File: config.mk
export PLATFORM = sky130hd
export DESIGN_NAME = bec_core
export DESIGN_NICKNAME = d
export VERILOG_FILES = /design/src/rtl/bec_pkg.sv /design/src/rtl/bec_core.sv
export SDC_FILE = /design/constraint.sdc
export NUM_CORES = 1
export LEC_CHECK = 0
export BUFFER_PORTS_ARGS = -buffer_cell sky130_fd_sc_hd__buf_2
export CORE_AREA = 2 2 176 161
export DETAILED_ROUTE_END_ITERATION = 7
export DIE_AREA = 0 0 178 163
export PLACE_DENSITY = 0.45
export SLEW_MARGIN = 20
export SYNTH_ARGS = -nofsm -noshare
export SYNTH_HDL_FRONTEND = slang
export SYNTH_SLANG_ARGS = --single-unit
File: constraint.sdc
create_clock -name ref_clk -period 2.77 [get_ports ref_clk]
set_input_delay 0.554 -clock ref_clk [delete_from_list [all_inputs] [get_ports ref_clk]]
set_output_delay 0.554 -clock ref_clk [all_outputs]
set_load 0.1 [all_outputs]
File: src/rtl/bec_pkg.sv
// Constants for the burst error-correcting check block
package bec_pkg;
    // ============================================================
    // Code geometry
    localparam int unsigned WORDS_PER_FIELD = 256;
    localparam int unsigned CHK_BITS        = 32;
    localparam int unsigned BURST_BITS      = 11;
    localparam int unsigned WBITS_16        = 16;
    localparam int unsigned WBITS_18        = 18;
    // Steps until a burst starting on the check field's first bit sits at syndrome bit 10
    localparam int unsigned ISO_LAG         = 2 * CHK_BITS - BURST_BITS;
    // Fire code (x^21+1)(x^11+x^2+1), the x^32 term implied
    localparam logic [31:0] GEN_POLY        = 32'h00A00805;

    // ============================================================
    // Register byte offsets
    localparam logic [7:0] OFS_OFFSET   = 8'h00;
    localparam logic [7:0] OFS_ERR1     = 8'h04;
    localparam logic [7:0] OFS_POSITION = 8'h08;
    localparam logic [7:0] OFS_PATTERN  = 8'h0C;
    localparam logic [7:0] OFS_STATUS   = 8'h10;
    localparam logic [7:0] OFS_INT_STAT = 8'h14;
    localparam logic [7:0] OFS_INT_CLR  = 8'h18;
    localparam logic [7:0] OFS_INT_EN   = 8'h1C;

    // ============================================================
    // Field positions
    localparam int unsigned OF_DIR_BIT  = 7;
    localparam int unsigned OF_HCI_BIT  = 10;
    localparam int unsigned OF_ECI_BIT  = 11;
    localparam int unsigned OF_FMT_BIT  = 12;
    localparam int unsigned ER1_ECH_BIT = 6;
    localparam int unsigned ER1_DCK_BIT = 15;
    localparam int unsigned POS_BITS    = 13;
    localparam int unsigned INT_WR_DONE = 0;
    localparam int unsigned INT_RD_DONE = 1;
    localparam int unsigned INT_DCK     = 2;
    localparam int unsigned INT_ECH     = 3;
    localparam int unsigned INT_BITS    = 4;

    // ============================================================
    // Reset values
    localparam logic [15:0] OFFSET_RST  = 16'h0000;
    localparam logic [3:0]  INT_EN_RST  = 4'h0;

    typedef enum {
        BEC_IDLE,
        BEC_WDATA,
        BEC_WCHK,
        BEC_RDATA,
        BEC_RCHK,
        BEC_ISO
    } bec_state_t;
endpackage

File: src/rtl/bec_core.sv
// Burst ECC generator, checker and burst isolator with APB registers
// Behaviour
// - Code corrects any single error burst up to 11 contiguous bits.
// - Errors longer than the burst are detected and, with correction enabled, set the hard-error flag.
// - Burst pattern sits read-only in bits 0-10, upper bits read zero.
// - Position register holds bit address of burst's first bit in field.
// - Write check generation covers first bit after sync to last data bit.
// - After word 256 the 32-bit check field is shifted out unaltered.
// - Field is 256 words in 16- or 18-bit format, check field follows.
// - After 256 read words host is blocked until check field and any isolation pass.
// - Check processing stops at the last bit of the check field.
// - Nonzero remainder sets data-check flag, bit 15 of error register one.
// - Clean read ends immediately with no extra delay.
// - Detected error with correction enabled runs burst isolation.
// - Data-check flag stays set throughout isolation.
// - Correction inhibit is bit 11 of the offset register.
// - With inhibit set, isolation is skipped and read ends as if clean.
// - With inhibit clear, correction runs whenever an error is found.
//
// The address map and the APB slave port were chosen for this implementation.
module bec_core #(
    parameter int unsigned WORDS = bec_pkg::WORDS_PER_FIELD
) (
    input  wire logic        ref_clk,
    input  wire logic        srst,
    input  wire logic [7:0]  paddr,
    input  wire logic        psel,
    input  wire logic        penable,
    input  wire logic        pwrite,
    input  wire logic [31:0] pwdata,
    output logic [31:0]      prdata,
    output logic             pready,
    output logic             pslverr,
    output logic             irq,
    input  wire logic        wr_start,
    input  wire logic [17:0] wr_data,
    input  wire logic        wr_valid,
    output logic             wr_ready,
    output logic             disk_wr_bit,
    output logic             disk_wr_en,
    input  wire logic        rd_start,
    input  wire logic        disk_rd_bit,
    input  wire logic        disk_rd_valid,
    output logic [17:0]      rd_data,
    output logic             rd_valid,
    output logic             host_block,
    output logic             rd_done,
    output logic             wr_done
);
    if (WORDS < 2 || WORDS > 256) begin : g_bad_words
        $error("WORDS must lie in 2..256");
    end

    // ============================================================
    // Arithmetic helpers
    // Forward divider step, data premultiplied by x^32
    function automatic logic [31:0] div_step(input logic [31:0] r, input logic d);
        logic fb;
        fb = d ^ r[31];
        return {r[30:0], 1'b0} ^ (fb ? bec_pkg::GEN_POLY : 32'h00000000);
    endfunction

    // Multiply by x^-1 modulo the generator
    function automatic logic [31:0] back_step(input logic [31:0] s);
        return s[0] ? ({1'b0, s[31:1]} ^ {1'b1, bec_pkg::GEN_POLY[31:1]}) : {1'b0, s[31:1]};
    endfunction

    function automatic logic [10:0] rev11(input logic [10:0] v);
        logic [10:0] o;
        o = '0;
        for (int i = 0; i < 11; i++) begin
            o[i] = v[10 - i];
        end
        return o;
    endfunction

    // ============================================================
    // State
    bec_pkg::bec_state_t state_ff, nxt_state;
    logic [31:0] rem_ff, nxt_rem;
    logic [17:0] sh_ff, nxt_sh;
    logic [4:0]  bit_cnt_ff, nxt_bit_cnt;
    logic [8:0]  word_cnt_ff, nxt_word_cnt;
    logic [13:0] k_ff, nxt_k;
    logic        fmt18_ff, nxt_fmt18;
    logic [10:0] pat_ff, nxt_pat;
    logic [12:0] pos_ff, nxt_pos;
    logic        dck_ff, nxt_dck;
    logic        ech_ff, nxt_ech;
    logic [17:0] rd_data_ff, nxt_rd_data;
    logic        rd_valid_ff, nxt_rd_valid;
    logic        rd_done_ff, nxt_rd_done;
    logic        wr_done_ff, nxt_wr_done;
    logic        wbit_ff, nxt_wbit;
    logic        wen_ff, nxt_wen;
    logic [15:0] offset_ff, nxt_offset;
    logic [3:0]  int_stat_ff, nxt_int_stat;
    logic [3:0]  int_en_ff, nxt_int_en;
    logic [31:0] prdata_ff, nxt_prdata;
    logic        err_ff, nxt_err;

    logic [4:0]  wbits;
    logic [13:0] nbits;
    logic        correction_inhibit_bit;
    logic [31:0] rd_rem;
    logic        last_chk;
    logic [3:0]  events;

    assign correction_inhibit_bit    = offset_ff[bec_pkg::OF_ECI_BIT];
    assign wbits  = fmt18_ff ? 5'(bec_pkg::WBITS_18) : 5'(bec_pkg::WBITS_16);
    assign nbits  = 14'(WORDS) * 14'(wbits);
    assign rd_rem = div_step(rem_ff, disk_rd_bit);
    assign last_chk = (state_ff == bec_pkg::BEC_RCHK) && disk_rd_valid
                      && (bit_cnt_ff == 5'(bec_pkg::CHK_BITS - 1));

    // ============================================================
    // Transfer engine; at most one bit per clock, with one idle load clock per write word
    always_comb begin
        nxt_state    = state_ff;
        nxt_rem      = rem_ff;
        nxt_sh       = sh_ff;
        nxt_bit_cnt  = bit_cnt_ff;
        nxt_word_cnt = word_cnt_ff;
        nxt_k        = k_ff;
        nxt_fmt18    = fmt18_ff;
        nxt_pat      = pat_ff;
        nxt_pos      = pos_ff;
        nxt_dck      = dck_ff;
        nxt_ech      = ech_ff;
        nxt_rd_data  = rd_data_ff;
        nxt_rd_valid = 1'b0;
        nxt_rd_done  = 1'b0;
        nxt_wr_done  = 1'b0;
        nxt_wbit     = 1'b0;
        nxt_wen      = 1'b0;
        wr_ready     = 1'b0;
        case (state_ff)
            bec_pkg::BEC_IDLE: begin
                nxt_rem      = '0;
                nxt_bit_cnt  = '0;
                nxt_word_cnt = '0;
                nxt_fmt18    = ~offset_ff[bec_pkg::OF_FMT_BIT];
                if (wr_start) begin
                    nxt_state = bec_pkg::BEC_WDATA;
                end else if (rd_start) begin
                    nxt_state = bec_pkg::BEC_RDATA;
                    nxt_dck   = 1'b0;
                    nxt_ech   = 1'b0;
                end
            end
            bec_pkg::BEC_WDATA: begin
                // Gaps in the host stream simply pause the disk bit stream
                wr_ready = (bit_cnt_ff == 5'd0);
                if (bit_cnt_ff == 5'd0) begin
                    if (wr_valid) begin
                        nxt_sh      = fmt18_ff ? wr_data : {wr_data[15:0], 2'b00};
                        nxt_bit_cnt = wbits;
                    end
                end else begin
                    nxt_wbit    = sh_ff[17];
                    nxt_wen     = 1'b1;
                    nxt_rem     = div_step(rem_ff, sh_ff[17]);
                    nxt_sh      = {sh_ff[16:0], 1'b0};
                    nxt_bit_cnt = bit_cnt_ff - 5'd1;
                    if (bit_cnt_ff == 5'd1) begin
                        nxt_word_cnt = word_cnt_ff + 9'd1;
                        if (word_cnt_ff == 9'(WORDS - 1)) begin
                            nxt_state   = bec_pkg::BEC_WCHK;
                            nxt_bit_cnt = '0;
                        end
                    end
                end
            end
            bec_pkg::BEC_WCHK: begin
                // Remainder leaves MSB first with no feedback
                nxt_wbit    = rem_ff[31];
                nxt_wen     = 1'b1;
                nxt_rem     = {rem_ff[30:0], 1'b0};
                nxt_bit_cnt = bit_cnt_ff + 5'd1;
                if (bit_cnt_ff == 5'(bec_pkg::CHK_BITS - 1)) begin
                    nxt_state   = bec_pkg::BEC_IDLE;
                    nxt_wr_done = 1'b1;
                end
            end
            bec_pkg::BEC_RDATA: begin
                if (disk_rd_valid) begin
                    nxt_rem     = rd_rem;
                    nxt_sh      = {sh_ff[16:0], disk_rd_bit};
                    nxt_bit_cnt = bit_cnt_ff + 5'd1;
                    if (bit_cnt_ff == wbits - 5'd1) begin
                        nxt_bit_cnt  = '0;
                        nxt_rd_data  = fmt18_ff ? {sh_ff[16:0], disk_rd_bit} : {2'b00, sh_ff[14:0], disk_rd_bit};
                        nxt_rd_valid = 1'b1;
                        nxt_word_cnt = word_cnt_ff + 9'd1;
                        if (word_cnt_ff == 9'(WORDS - 1)) begin
                            nxt_state = bec_pkg::BEC_RCHK;
                        end
                    end
                end
            end
            bec_pkg::BEC_RCHK: begin
                if (disk_rd_valid) begin
                    nxt_rem     = rd_rem;
                    nxt_bit_cnt = bit_cnt_ff + 5'd1;
                end
                if (last_chk) begin
                    // Evaluated on the last bit itself so a clean read costs nothing
                    nxt_k = '0;
                    if (rd_rem == 32'h00000000) begin
                        nxt_state   = bec_pkg::BEC_IDLE;
                        nxt_rd_done = 1'b1;
                    end else begin
                        nxt_dck = 1'b1;
                        if (correction_inhibit_bit) begin
                            nxt_state   = bec_pkg::BEC_IDLE;
                            nxt_rd_done = 1'b1;
                        end else begin
                            nxt_state = bec_pkg::BEC_ISO;
                        end
                    end
                end
            end
            bec_pkg::BEC_ISO: begin
                // Burst trapped once the 21 high syndrome bits are clear
                if (rem_ff[31:11] == 21'h000000) begin
                    nxt_state   = bec_pkg::BEC_IDLE;
                    nxt_rd_done = 1'b1;
                    // A burst whose first bit lies in the check field needs no repair
                    if (k_ff <= 14'(bec_pkg::ISO_LAG)) begin
                        nxt_pat = '0;
                        nxt_pos = '0;
                    end else begin
                        nxt_pat = rev11(rem_ff[10:0]);
                        nxt_pos = 13'(nbits + 14'(bec_pkg::ISO_LAG) - k_ff);
                    end
                end else if (k_ff == nbits + 14'(bec_pkg::ISO_LAG)) begin
                    nxt_state   = bec_pkg::BEC_IDLE;
                    nxt_ech     = 1'b1;
                    nxt_rd_done = 1'b1;
                end else begin
                    nxt_rem = back_step(rem_ff);
                    nxt_k   = k_ff + 14'd1;
                end
            end
            default: begin
                nxt_state = bec_pkg::BEC_IDLE;
            end
        endcase
    end

    // Host blocked through check field and isolation
    assign host_block  = (state_ff == bec_pkg::BEC_RCHK) || (state_ff == bec_pkg::BEC_ISO);
    assign disk_wr_bit = wbit_ff;
    assign disk_wr_en  = wen_ff;
    assign rd_data     = rd_data_ff;
    assign rd_valid    = rd_valid_ff;
    assign rd_done     = rd_done_ff;
    assign wr_done     = wr_done_ff;

    always_ff @(posedge ref_clk) begin
        if (srst) begin
            state_ff    <= bec_pkg::BEC_IDLE;
            rem_ff      <= '0;
            sh_ff       <= '0;
            bit_cnt_ff  <= '0;
            word_cnt_ff <= '0;
            k_ff        <= '0;
            fmt18_ff    <= 1'b0;
            pat_ff      <= '0;
            pos_ff      <= '0;
            dck_ff      <= 1'b0;
            ech_ff      <= 1'b0;
            rd_data_ff  <= '0;
            rd_valid_ff <= 1'b0;
            rd_done_ff  <= 1'b0;
            wr_done_ff  <= 1'b0;
            wbit_ff     <= 1'b0;
            wen_ff      <= 1'b0;
        end else begin
            state_ff    <= nxt_state;
            rem_ff      <= nxt_rem;
            sh_ff       <= nxt_sh;
            bit_cnt_ff  <= nxt_bit_cnt;
            word_cnt_ff <= nxt_word_cnt;
            k_ff        <= nxt_k;
            fmt18_ff    <= nxt_fmt18;
            pat_ff      <= nxt_pat;
            pos_ff      <= nxt_pos;
            dck_ff      <= nxt_dck;
            ech_ff      <= nxt_ech;
            rd_data_ff  <= nxt_rd_data;
            rd_valid_ff <= nxt_rd_valid;
            rd_done_ff  <= nxt_rd_done;
            wr_done_ff  <= nxt_wr_done;
            wbit_ff     <= nxt_wbit;
            wen_ff      <= nxt_wen;
        end
    end

    // ============================================================
    // APB slave; read data registered in setup, so no wait state
    logic setup_ph;
    logic wr_acc;
    assign setup_ph = psel && !penable;
    assign wr_acc   = psel && penable && pwrite;
    assign events   = {nxt_ech & ~ech_ff, nxt_dck & ~dck_ff, nxt_rd_done, nxt_wr_done};

    always_comb begin
        nxt_offset   = offset_ff;
        nxt_int_en   = int_en_ff;
        nxt_int_stat = int_stat_ff;
        nxt_prdata   = prdata_ff;
        nxt_err      = err_ff;
        if (wr_acc && paddr == bec_pkg::OFS_OFFSET) begin
            nxt_offset = '0;
            nxt_offset[bec_pkg::OF_DIR_BIT] = pwdata[bec_pkg::OF_DIR_BIT];
            nxt_offset[bec_pkg::OF_HCI_BIT] = pwdata[bec_pkg::OF_HCI_BIT];
            nxt_offset[bec_pkg::OF_ECI_BIT] = pwdata[bec_pkg::OF_ECI_BIT];
            nxt_offset[bec_pkg::OF_FMT_BIT] = pwdata[bec_pkg::OF_FMT_BIT];
        end
        if (wr_acc && paddr == bec_pkg::OFS_INT_EN) begin
            nxt_int_en = pwdata[3:0];
        end
        if (wr_acc && paddr == bec_pkg::OFS_INT_CLR) begin
            nxt_int_stat = nxt_int_stat & ~pwdata[3:0];
        end
        // New events win over a clear in the same cycle
        nxt_int_stat = nxt_int_stat | events;
        if (setup_ph) begin
            nxt_prdata = '0;
            nxt_err    = 1'b0;
            case (paddr)
                bec_pkg::OFS_OFFSET:   nxt_prdata = {16'h0000, offset_ff};
                bec_pkg::OFS_ERR1: begin
                    nxt_prdata[bec_pkg::ER1_DCK_BIT] = dck_ff;
                    nxt_prdata[bec_pkg::ER1_ECH_BIT] = ech_ff;
                end
                bec_pkg::OFS_POSITION: nxt_prdata = {19'h00000, pos_ff};
                bec_pkg::OFS_PATTERN:  nxt_prdata = {21'h000000, pat_ff};
                bec_pkg::OFS_STATUS:   nxt_prdata = {30'h00000000, host_block, state_ff != bec_pkg::BEC_IDLE};
                bec_pkg::OFS_INT_STAT: nxt_prdata = {28'h0000000, int_stat_ff};
                bec_pkg::OFS_INT_CLR:  nxt_prdata = '0;
                bec_pkg::OFS_INT_EN:   nxt_prdata = {28'h0000000, int_en_ff};
                default:               nxt_err = 1'b1;
            endcase
        end
    end

    always_ff @(posedge ref_clk) begin
        if (srst) begin
            offset_ff   <= bec_pkg::OFFSET_RST;
            int_en_ff   <= bec_pkg::INT_EN_RST;
            int_stat_ff <= '0;
            prdata_ff   <= '0;
            err_ff      <= 1'b0;
        end else begin
            offset_ff   <= nxt_offset;
            int_en_ff   <= nxt_int_en;
            int_stat_ff <= nxt_int_stat;
            prdata_ff   <= nxt_prdata;
            err_ff      <= nxt_err;
        end
    end

    assign pready  = psel && penable;
    assign pslverr = psel && penable && err_ff;
    assign prdata  = prdata_ff;
    assign irq     = |(int_stat_ff & int_en_ff);
endmodule

=== Yosys cells after proc, flatten, opt, wreduce, memory -nomap -nowiden ===
Index checks and enable logic that the tools add are counted.

* Flip-flop bits (word level): 189
* Bits of input ports: 68
* Logic and storage cells: 193

* Add/subtract/negate cells: 7
* $lt $le $gt $ge: 1
* Equal/unequal tests: 34
* Muxes and demuxes: 79
* Bitwise logic cells: 16
* Reductions and logical operators: 34

{| class="wikitable"
|+ Operators by type and width
! kind !! count
|-
| $mux 32 || 17
|-
| $pmux 32 s6 || 1
|-
| $pmux 32 s5 || 1
|-
| $mux 18 || 5
|-
| $eq 32x2->1 const B || 2
|-
| $eq 32x3->1 const B || 2
|-
| $eq 32x4->1 const B || 2
|-
| $logic_not 32->1 || 2
|-
| $xor 32x24->32 || 2
|-
| $mux 24 || 2
|-
| $mux 14 || 3
|-
| $mux 9 || 4
|-
| $pmux 18 s2 || 1
|-
| $mux 5 || 7
|-
| $eq 32x1->1 const B || 1
|-
| $eq 8x5->1 const B || 4
|-
| $reduce_bool 32->1 || 1
|-
| $pmux 6 s5 || 1
|-
| $pmux 14 s2 || 1
|-
| $pmux 9 s3 || 1
|-
| $pmux 5 s5 || 1
|-
| $ne 2x2->1 const B || 11
|-
| $logic_not 21->1 || 1
|-
| $mux 1 || 21
|-
| 48 further kinds || 77
|}

=== Depth between registers and ports, before layout ===
Gate-level depths: netlist of the first run.

* Word-level depth: 9
* Mapped depth: 9

=== Least setup slack after synthesis of the first run ===
OpenSTA, ideal clock, no wires.

* Path kind: reg2out
* Start point: register bit_cnt_ff[0]
* End point: output port wr_ready
* Data arrival time: 2.574 ns
* Required time: 2.216 ns
* Slack: -0.358 ns
* Cell stages (with the launch flop): 6
* Buffers on the path: 1
* Path through: dfxtp_1 -> inv_1 -> ha_1 -> or4b_1 -> buf_2 -> nor2_1

* Cells in the longest elaborated chain, start to end: 2

{| class="wikitable"
|+ RTL lines
! element !! RTL line !! text
|-
| start: declaration || bec_core.sv:82 || <nowiki>logic [4:0] bit_cnt_ff, nxt_bit_cnt;</nowiki>
|-
| start signal: assignment || bec_core.sv:283 || <nowiki>bit_cnt_ff <= nxt_bit_cnt;</nowiki>
|-
| $logic_not 5->1 || bec_core.sv:153 || <nowiki>wr_ready = (bit_cnt_ff == 5'd0);</nowiki>
|-
| $mux 1 || bec_core.sv:137 || <nowiki>case (state_ff)</nowiki>
|-
| end: declaration || bec_core.sv:38 || <nowiki>output logic wr_ready,</nowiki>
|}

No other way between the ends.

=== Worst setup path in the final report of the first run ===
Same ends and word-level chain as after synthesis.

==> results of run 1 <==
==> final timing paths <==
path	startpoint	to	slack (ps)
min	pwdata[7]	offset_ff[7]	370
max reg2reg	fmt18_ff	k_ff[1]	280
max	bit_cnt_ff[0]	wr_ready	120
min reg2reg	prdata[7]	prdata[7]	450
==> logic make-up (layout without fill, tap and decap cells) <==
family / count (synthesis) / after routing / synth area share
AND/OR/NAND/NOR: 363 / 363 / 0.209
AO/OA/AOI/OAI: 270 / 270 / 0.227
flip-flops: 158 / 158 / 0.394
buffers and inverters: 112 / 183 / 0.0632
multiplexers: 39 / 39 / 0.0494
XOR/XNOR: 35 / 35 / 0.0382
adder cells (fa/ha/maj): 12 / 12 / 0.0187
other: 1 / 18 / 0.000467
==> through the flow <==
stage / setup slack, ps / area, µm² / total power, mW
after floorplan: 114 / 8100 / 4.83
after global placement: 253 / 8960 / 5.72
after detailed placement: 256 / 8960 / 5.72
after CTS: 1.86 / 9570 / 8.21
after global routing: 20.5 / 9570 / 8.64
final: 117 / 9570 / 8.14
==> final cells by class <==
| cell class | count | area [µm²] | share of cell area |
|---|---|---|---|
| sequential | 158 | 3160 | 0.331 |
| clock buffer | 18 | 439 | 0.0459 |
| clock inverter | 14 | 168 | 0.0175 |
| tap | 360 | 450 | 0.0470 |
| multi-input combinational | 737 | 4450 | 0.465 |
| timing repair buffer | 134 | 836 | 0.0873 |
| inverter | 17 | 63.8 | 0.00666 |
==> power breakdown <==
group	switching, mW	internal [mW]
clock network	1.06	1.39
registers	0.265	2.51
logic	1.87	1.05
total	3.19	4.95
==> worst register-to-register path, delay by kind of cell, from the launching register on <==
family                     cells  cell delay, ps
adders and majority gates      1             340
DFF                            1             400
AOI/OAI and AO/OA              2             460
and+or+nand+nor                3             750
buffers and inverters          2             410
==> cell usage after synthesis, drive strengths merged (6+ instances only) <==
cell type,number,area (µm²)
mux2i,34,340
o211ai,20,150
buf,32,206
o31ai,6,50.1
or4,6,45.0
nor2b,6,37.5
a22oi,34,255
o2bb2ai,22,193
and3,7,43.8
xor2,9,78.8
nor3,12,65.1
clkbuf,63,238
o21ai,25,125
xnor2,26,228
nand2,145,544
nand3,36,180
nor2,91,342
a21oi,99,495
nor4,11,68.8
dfxtp,158,3160
nand4,6,37.5
inv,15,56.3
a211oi,17,128
nand2b,9,56.3
or3,8,55.1
ha,12,150
==> registers in the layout (all words and copies together) (netlist names), 5 cells and up <==
| signal | count |
|---|---|
| rem_ff | 32 |
| rd_data | 18 |
| sh_ff | 18 |
| k_ff | 14 |
| prdata | 14 |
| pos_ff | 13 |
| pat_ff | 11 |
| word_cnt_ff | 9 |
| bit_cnt_ff | 5 |
==> routing by layer <==
layer	share of wire	global-route usage	vias to the layer above
li1	-	-	3681
met1	0.51	0.237	3393
met2	0.43	0.239	167
met3	0.042	0.0285	21
met4	0.013	0.0414	0
met5	0	0	-
==> summary.txt, run 1 <==
Status
  – Status: finished clean

Critical path
  – Worst path bufs/invs: 3
  – CP Capture Type: primary output
  – Critical path class: flip-flop to primary output
  – Worst reg2reg path depth: 8
  – Crit path max-delay family: simple AND/OR/NAND/NOR gates
  – Worst path slowest cell: or4b_1
  – Worst-path fanout max: 9
  – WP data required: 2220 ps
  – Total number of cells along the worst setup path: 6
  – CP Data Arrival Time: ~2100 ps
  – Crit-path cells: inv_2 > ha_1 > or4b_1 > buf_4 > nor2_4 > buf_12
  – Maximum cell stage delay along the critical path: 480 ps
  – Crit path launch type: flip-flop

Power and ir drop
  – Pleak: around 3.6 nW
  – Max VDD drop: 652 µV
  – Power per Cell Area: 850 mW/mm²

GRT
  – Global route total overflow: 0
  – Initial antenna violation count: 0
  – Via count of the first global-routing pass: 6832
  – First-pass GRT wire length: 37.1 mm
  – Largest net degree at the start of global routing: 73
  – All-Layer GR Usage: 0.161

Clocking
  – CTS tree: yes
  – Worst-skew pair later-pin latency: about 420 ps
  – Max Root-Sink Buffers: 2
  – # resized after CTS: 1
  – CTS sink cnt: 158
  – CTS buffer count: 17
  – Reg clk slew, reported paths: 70 ps
  – Post-CTS Hold Fix Bufs: 0
  – CTS H-tree lvls: 4
  – Postcts setup bufs: 0
  – CTS root buf: clkbuf_16

Timing
  – Slew HR: 0.507
  – Slew @ Worst Pin: 739 ps
  – Setup TNS: 0 ps
  – RSZ-0062 raised after global routing: no
  – Tmin final: 2650 ps
  – Final hold slack: 367 ps
  – Crit share post-route: 0.958
  – Final setup fails: 0
  – Worst clock skew: 10.7 ps
  – Final hold vios: 0
  – Fin. max-slew vios: 0
  – Max Clk Rate: about 0.38 GHz

Finish
  – Fin cells: around 1400
  – Fillers: approximately 2900
  – Fin util: 0.350
  – Area Growth Syn to Fin: 19.2%
  – Most common cell after layout, fill and taps aside: dfxtp_1
  – Commonest non-fill, non-tap cells in the layout: 157 x dfxtp_1, 145 x nand2_1, 99 x a21oi_1
  – Final nets: between 1000 and 1500
  – Diode count: 0
  – Share of layout cells above drive strength 1: 0.176

Logic synthesis
  – Mapped Cells: 990
  – Synth async-reset ratio: 0
  – Post-synthesis register bit count: 158
  – Yosys warning count: 0
  – Seq/Total Area, Yosys: 0.394
  – EDFF count, synth: 0
  – Syn Area/Cell: roughly 8 µm²
  – Synthesized area: approximately 0.008 mm²
  – Post-synth cell types: 69
  – Ys flop type: dfxtp_1

Place
  – DP Wirelength: 16.5 mm
  – Port-buffer cells: 85
  – GPL Wtd Cong: ~0.80
  – Placed instance count: 1406

Routing
  – Post-route ant nets: 0
  – Overall routed net length: 23.3 mm
  – First-pass DRT Iterations: 5
  – DRT iter0 DRCs: 502
  – Vias: ~7300
  – DRC Markers: 0
  – Via density: 5.05
  – WL/cell: 16.2 µm

Floorplan
  – Die height: between 150 and 200 µm
  – IO Pins: 128
  – Initial core utilization: 0.294
  – Core Region: about 0.027 mm²
  – Std cell rows: 58
  – Die width: 178 µm
  – Die ar.: 0.0290 mm²

Flow run
  – Max_cap viols: 0

Min path
  – Hold Crit Depth: 3
  – Worst min-delay path class: input pin to flip-flop
Note: power is estimated with default switching activity, not from simulation.
==> inputs of run 2 (changes only) <==
--- a/config.mk
+++ b/config.mk
@@ -10,6 +10,7 @@
 export DETAILED_ROUTE_END_ITERATION = 7
 export DIE_AREA = 0 0 178 163
 export PLACE_DENSITY = 0.45
+export REMOVE_ABC_BUFFERS = 1
 export SLEW_MARGIN = 20
 export SYNTH_ARGS = -nofsm -noshare
 export SYNTH_HDL_FRONTEND = slang
==> run 2 against run 1 <==
Register-to-register slack got worse by 70 ps; cell area decreased by 0.29%; power decreased by 0.19%; utilization decreased by 0.10 points; first-iteration DRC count decreased by 17%; combinational power increased by 1%; cell count decreased by 0.21%; via count decreased by 1.1%; clock-buffer cell count unchanged; clock skew decreased by 0.58 ps; largest cell class unchanged.
==> summary.txt, run 2 (synthesized netlist as in run 1, its figures left out) <==
Place
  – Placed instance count: 1403 (-0.21%)
  – Port-buffer cells: 85 (unchanged)
  – Placed cell areas: 0.00892 mm² (-0.42%)
  – DP Wirelength: 16.2 mm (-1.7%)
  – GPL Wtd Cong: 0.826 (+3.2%)

Critical path
  – Worst path bufs/invs: 4 (+1)
  – Crit path launch type: flip-flop
  – Worst Setup SP: bit_cnt_ff[0]
  – Maximum cell stage delay along the critical path: 470 ps (about the same)
  – Worst R2R Start: fmt18_ff
  – Worst-path fanout max: 9 (unchanged)
  – CP Capture Type: primary output
  – Most common cell type on the critical path: buf_4
  – Crit path max-delay family: buffers and inverters
  – CP Data Arrival Time: 2120 ps (+20 ps)
  – Crit-path cells: inv_4 > ha_4 > or4b_4 > buf_4 > nor2_1 > buf_4 > buf_12
  – Worst path slowest cell: or4b_4
  – WP data required: 2220 ps (about the same)
  – Critical path class: flip-flop to primary output

Floorplan
  – Die width: 178 µm (unchanged)
  – Initial core utilization: 0.294 (unchanged)
  – IO Pins: 128 (unchanged)
  – Core Region: 0.0274 mm² (unchanged)
  – Std cell rows: 58 (unchanged)
  – Die ar.: 0.0290 mm² (unchanged)
  – Die height: 163 µm (unchanged)

Flow run
  – Max_cap viols: 0 (unchanged)

GRT
  – All-Layer GR Usage: 0.161 (+0.000321)
  – Initial antenna violation count: 1 (+1)
  – First-pass GRT wire length: 37.2 mm (+0.30%)
  – Via count of the first global-routing pass: 6790 (-0.61%)
  – Global route total overflow: 0 (unchanged)
  – Largest net degree at the start of global routing: 57 (-22%)

Clocking
  – Worst-skew pair later-pin latency: 430 ps (about the same)
  – CTS buffer count: 17 (unchanged)
  – CTS H-tree lvls: 4 (unchanged)
  – Max Root-Sink Buffers: 2 (unchanged)
  – Post-CTS Hold Fix Bufs: 0 (unchanged)
  – Reg clk slew, reported paths: 70 ps (about the same)
  – CTS root buf: clkbuf_16
  – CTS sink cnt: 158 (unchanged)
  – CTS tree: yes

Timing
  – Crit share post-route: 0.965 (+0.00785)
  – Final hold vios: 0 (unchanged)
  – RSZ-0062 raised after global routing: no
  – Slew HR: 0.485 (-0.0221)
  – Fin. max-slew vios: 0 (unchanged)
  – Max Clk Rate: 0.374 GHz (-0.81%)
  – Slew @ Worst Pin: 772 ps (+33.2 ps)
  – Tmin final: 2670 ps (+21.8 ps)
  – Final setup fails: 0 (unchanged)
  – Worst clock skew: 10.1 ps (-0.581 ps)

Power and ir drop
  – Power per Cell Area: 851 mW/mm² (about the same)
  – Pleak: 3.54 nW (-0.69%)
  – Max VDD drop: 472 µV (-28%)
  – Total power: 8.12 mW (-0.19%)

Finish
  – Max reg flops: 32 (unchanged)
  – Final nets: 1143 (-0.17%)
  – Largest Register: rem_ff
  – Diode count: 0 (unchanged)
  – Fin area: 0.00955 mm² (-0.29%)
  – Commonest non-fill, non-tap cells in the layout: 156 x dfxtp_1, 145 x nand2_1, 99 x a21oi_1
  – Most common cell after layout, fill and taps aside: dfxtp_1
  – Area Growth Syn to Fin: 18.8%
  – Fin cells: 1435 (-0.21%)
  – Share of layout cells above drive strength 1: 0.176 (-0.000438)

Routing
  – Vias: 7183 (-1.1%)
  – DRC Markers: 0 (unchanged)
  – Overall routed net length: 23.0 mm (-1.2%)
  – DRT iter0 DRCs: 419 (-17%)
  – First-pass DRT Iterations: 6 (+1)
  – Via density: 5.01 (-0.88%)
  – WL/cell: 16.0 µm (-1.0%)
  – Post-route ant nets: 0 (unchanged)

Status
  – Status: finished clean

Min path
  – Hold Path Origin: pwdata[12]
  – Worst min-delay path class: input pin to flip-flop
==> run 2: through the flow <==
stage               hold WS [ps]  TNS (ps)   util  setup slack (ps)
global placement             437         0  0.326               174
detailed placement           442         0  0.326               180
CTS                          342         0  0.348              22.8
floorplan                    422    -67470      -             -1460
finish                       358         0  0.349              95.6
global route                 355         0  0.349              1.68
==> run 2: repair_timing <==
action                                  CTS  global route
gates resized for setup                   5             4
setup buffers                             0             1
hold endpoints to repair                  0             0
pin swaps                                 0             0
gates cloned                              0             0
endpoints found under the setup margin    1             1
==> run 2: power by group <==
group	total (mW)	internal, mW	switching, mW	leakage (nW)
clock	2.39	1.37	1.02	0.286
sequential	2.77	2.51	0.262	1.28
combinational	2.96	1.08	1.88	1.98
total	8.12	4.96	3.17	3.54
==> run 2: area by class of cell <==
class	instances	area [µm²]
clock buffer	18	439
clock inverter	13	153
fill	2878	17800
inverter	17	66.3
multi-input combinational	737	4460
sequential	158	3170
tap	360	450
timing repair buffer	132	808
==> run 2: per-layer routing <==
| metal | global-route usage | wire length [µm] | vias up |
|---|---|---|---|
| li1 | - | - | 3662 |
| met1 | 0.236 | 11700 | 3372 |
| met2 | 0.245 | 10200 | 131 |
| met3 | 0.0205 | 812 | 18 |
| met4 | 0.0469 | 289 | 0 |
| met5 | 0 | 0 | - |
==> run 2: worst paths after layout <==
check             depth (start not counted)       endpoint  slack, ps
setup reg to reg                          9      rem_ff[1]        210
hold reg to reg                           2      pos_ff[8]        450
hold / removal                            3  offset_ff[12]        360
setup / recovery                          7       wr_ready        100
==> run 2: worst min-delay path, delay by kind of cell <==
family	cells	cell delay, ps
buf+inv	1	80
mux	1	50
simple gates	1	70
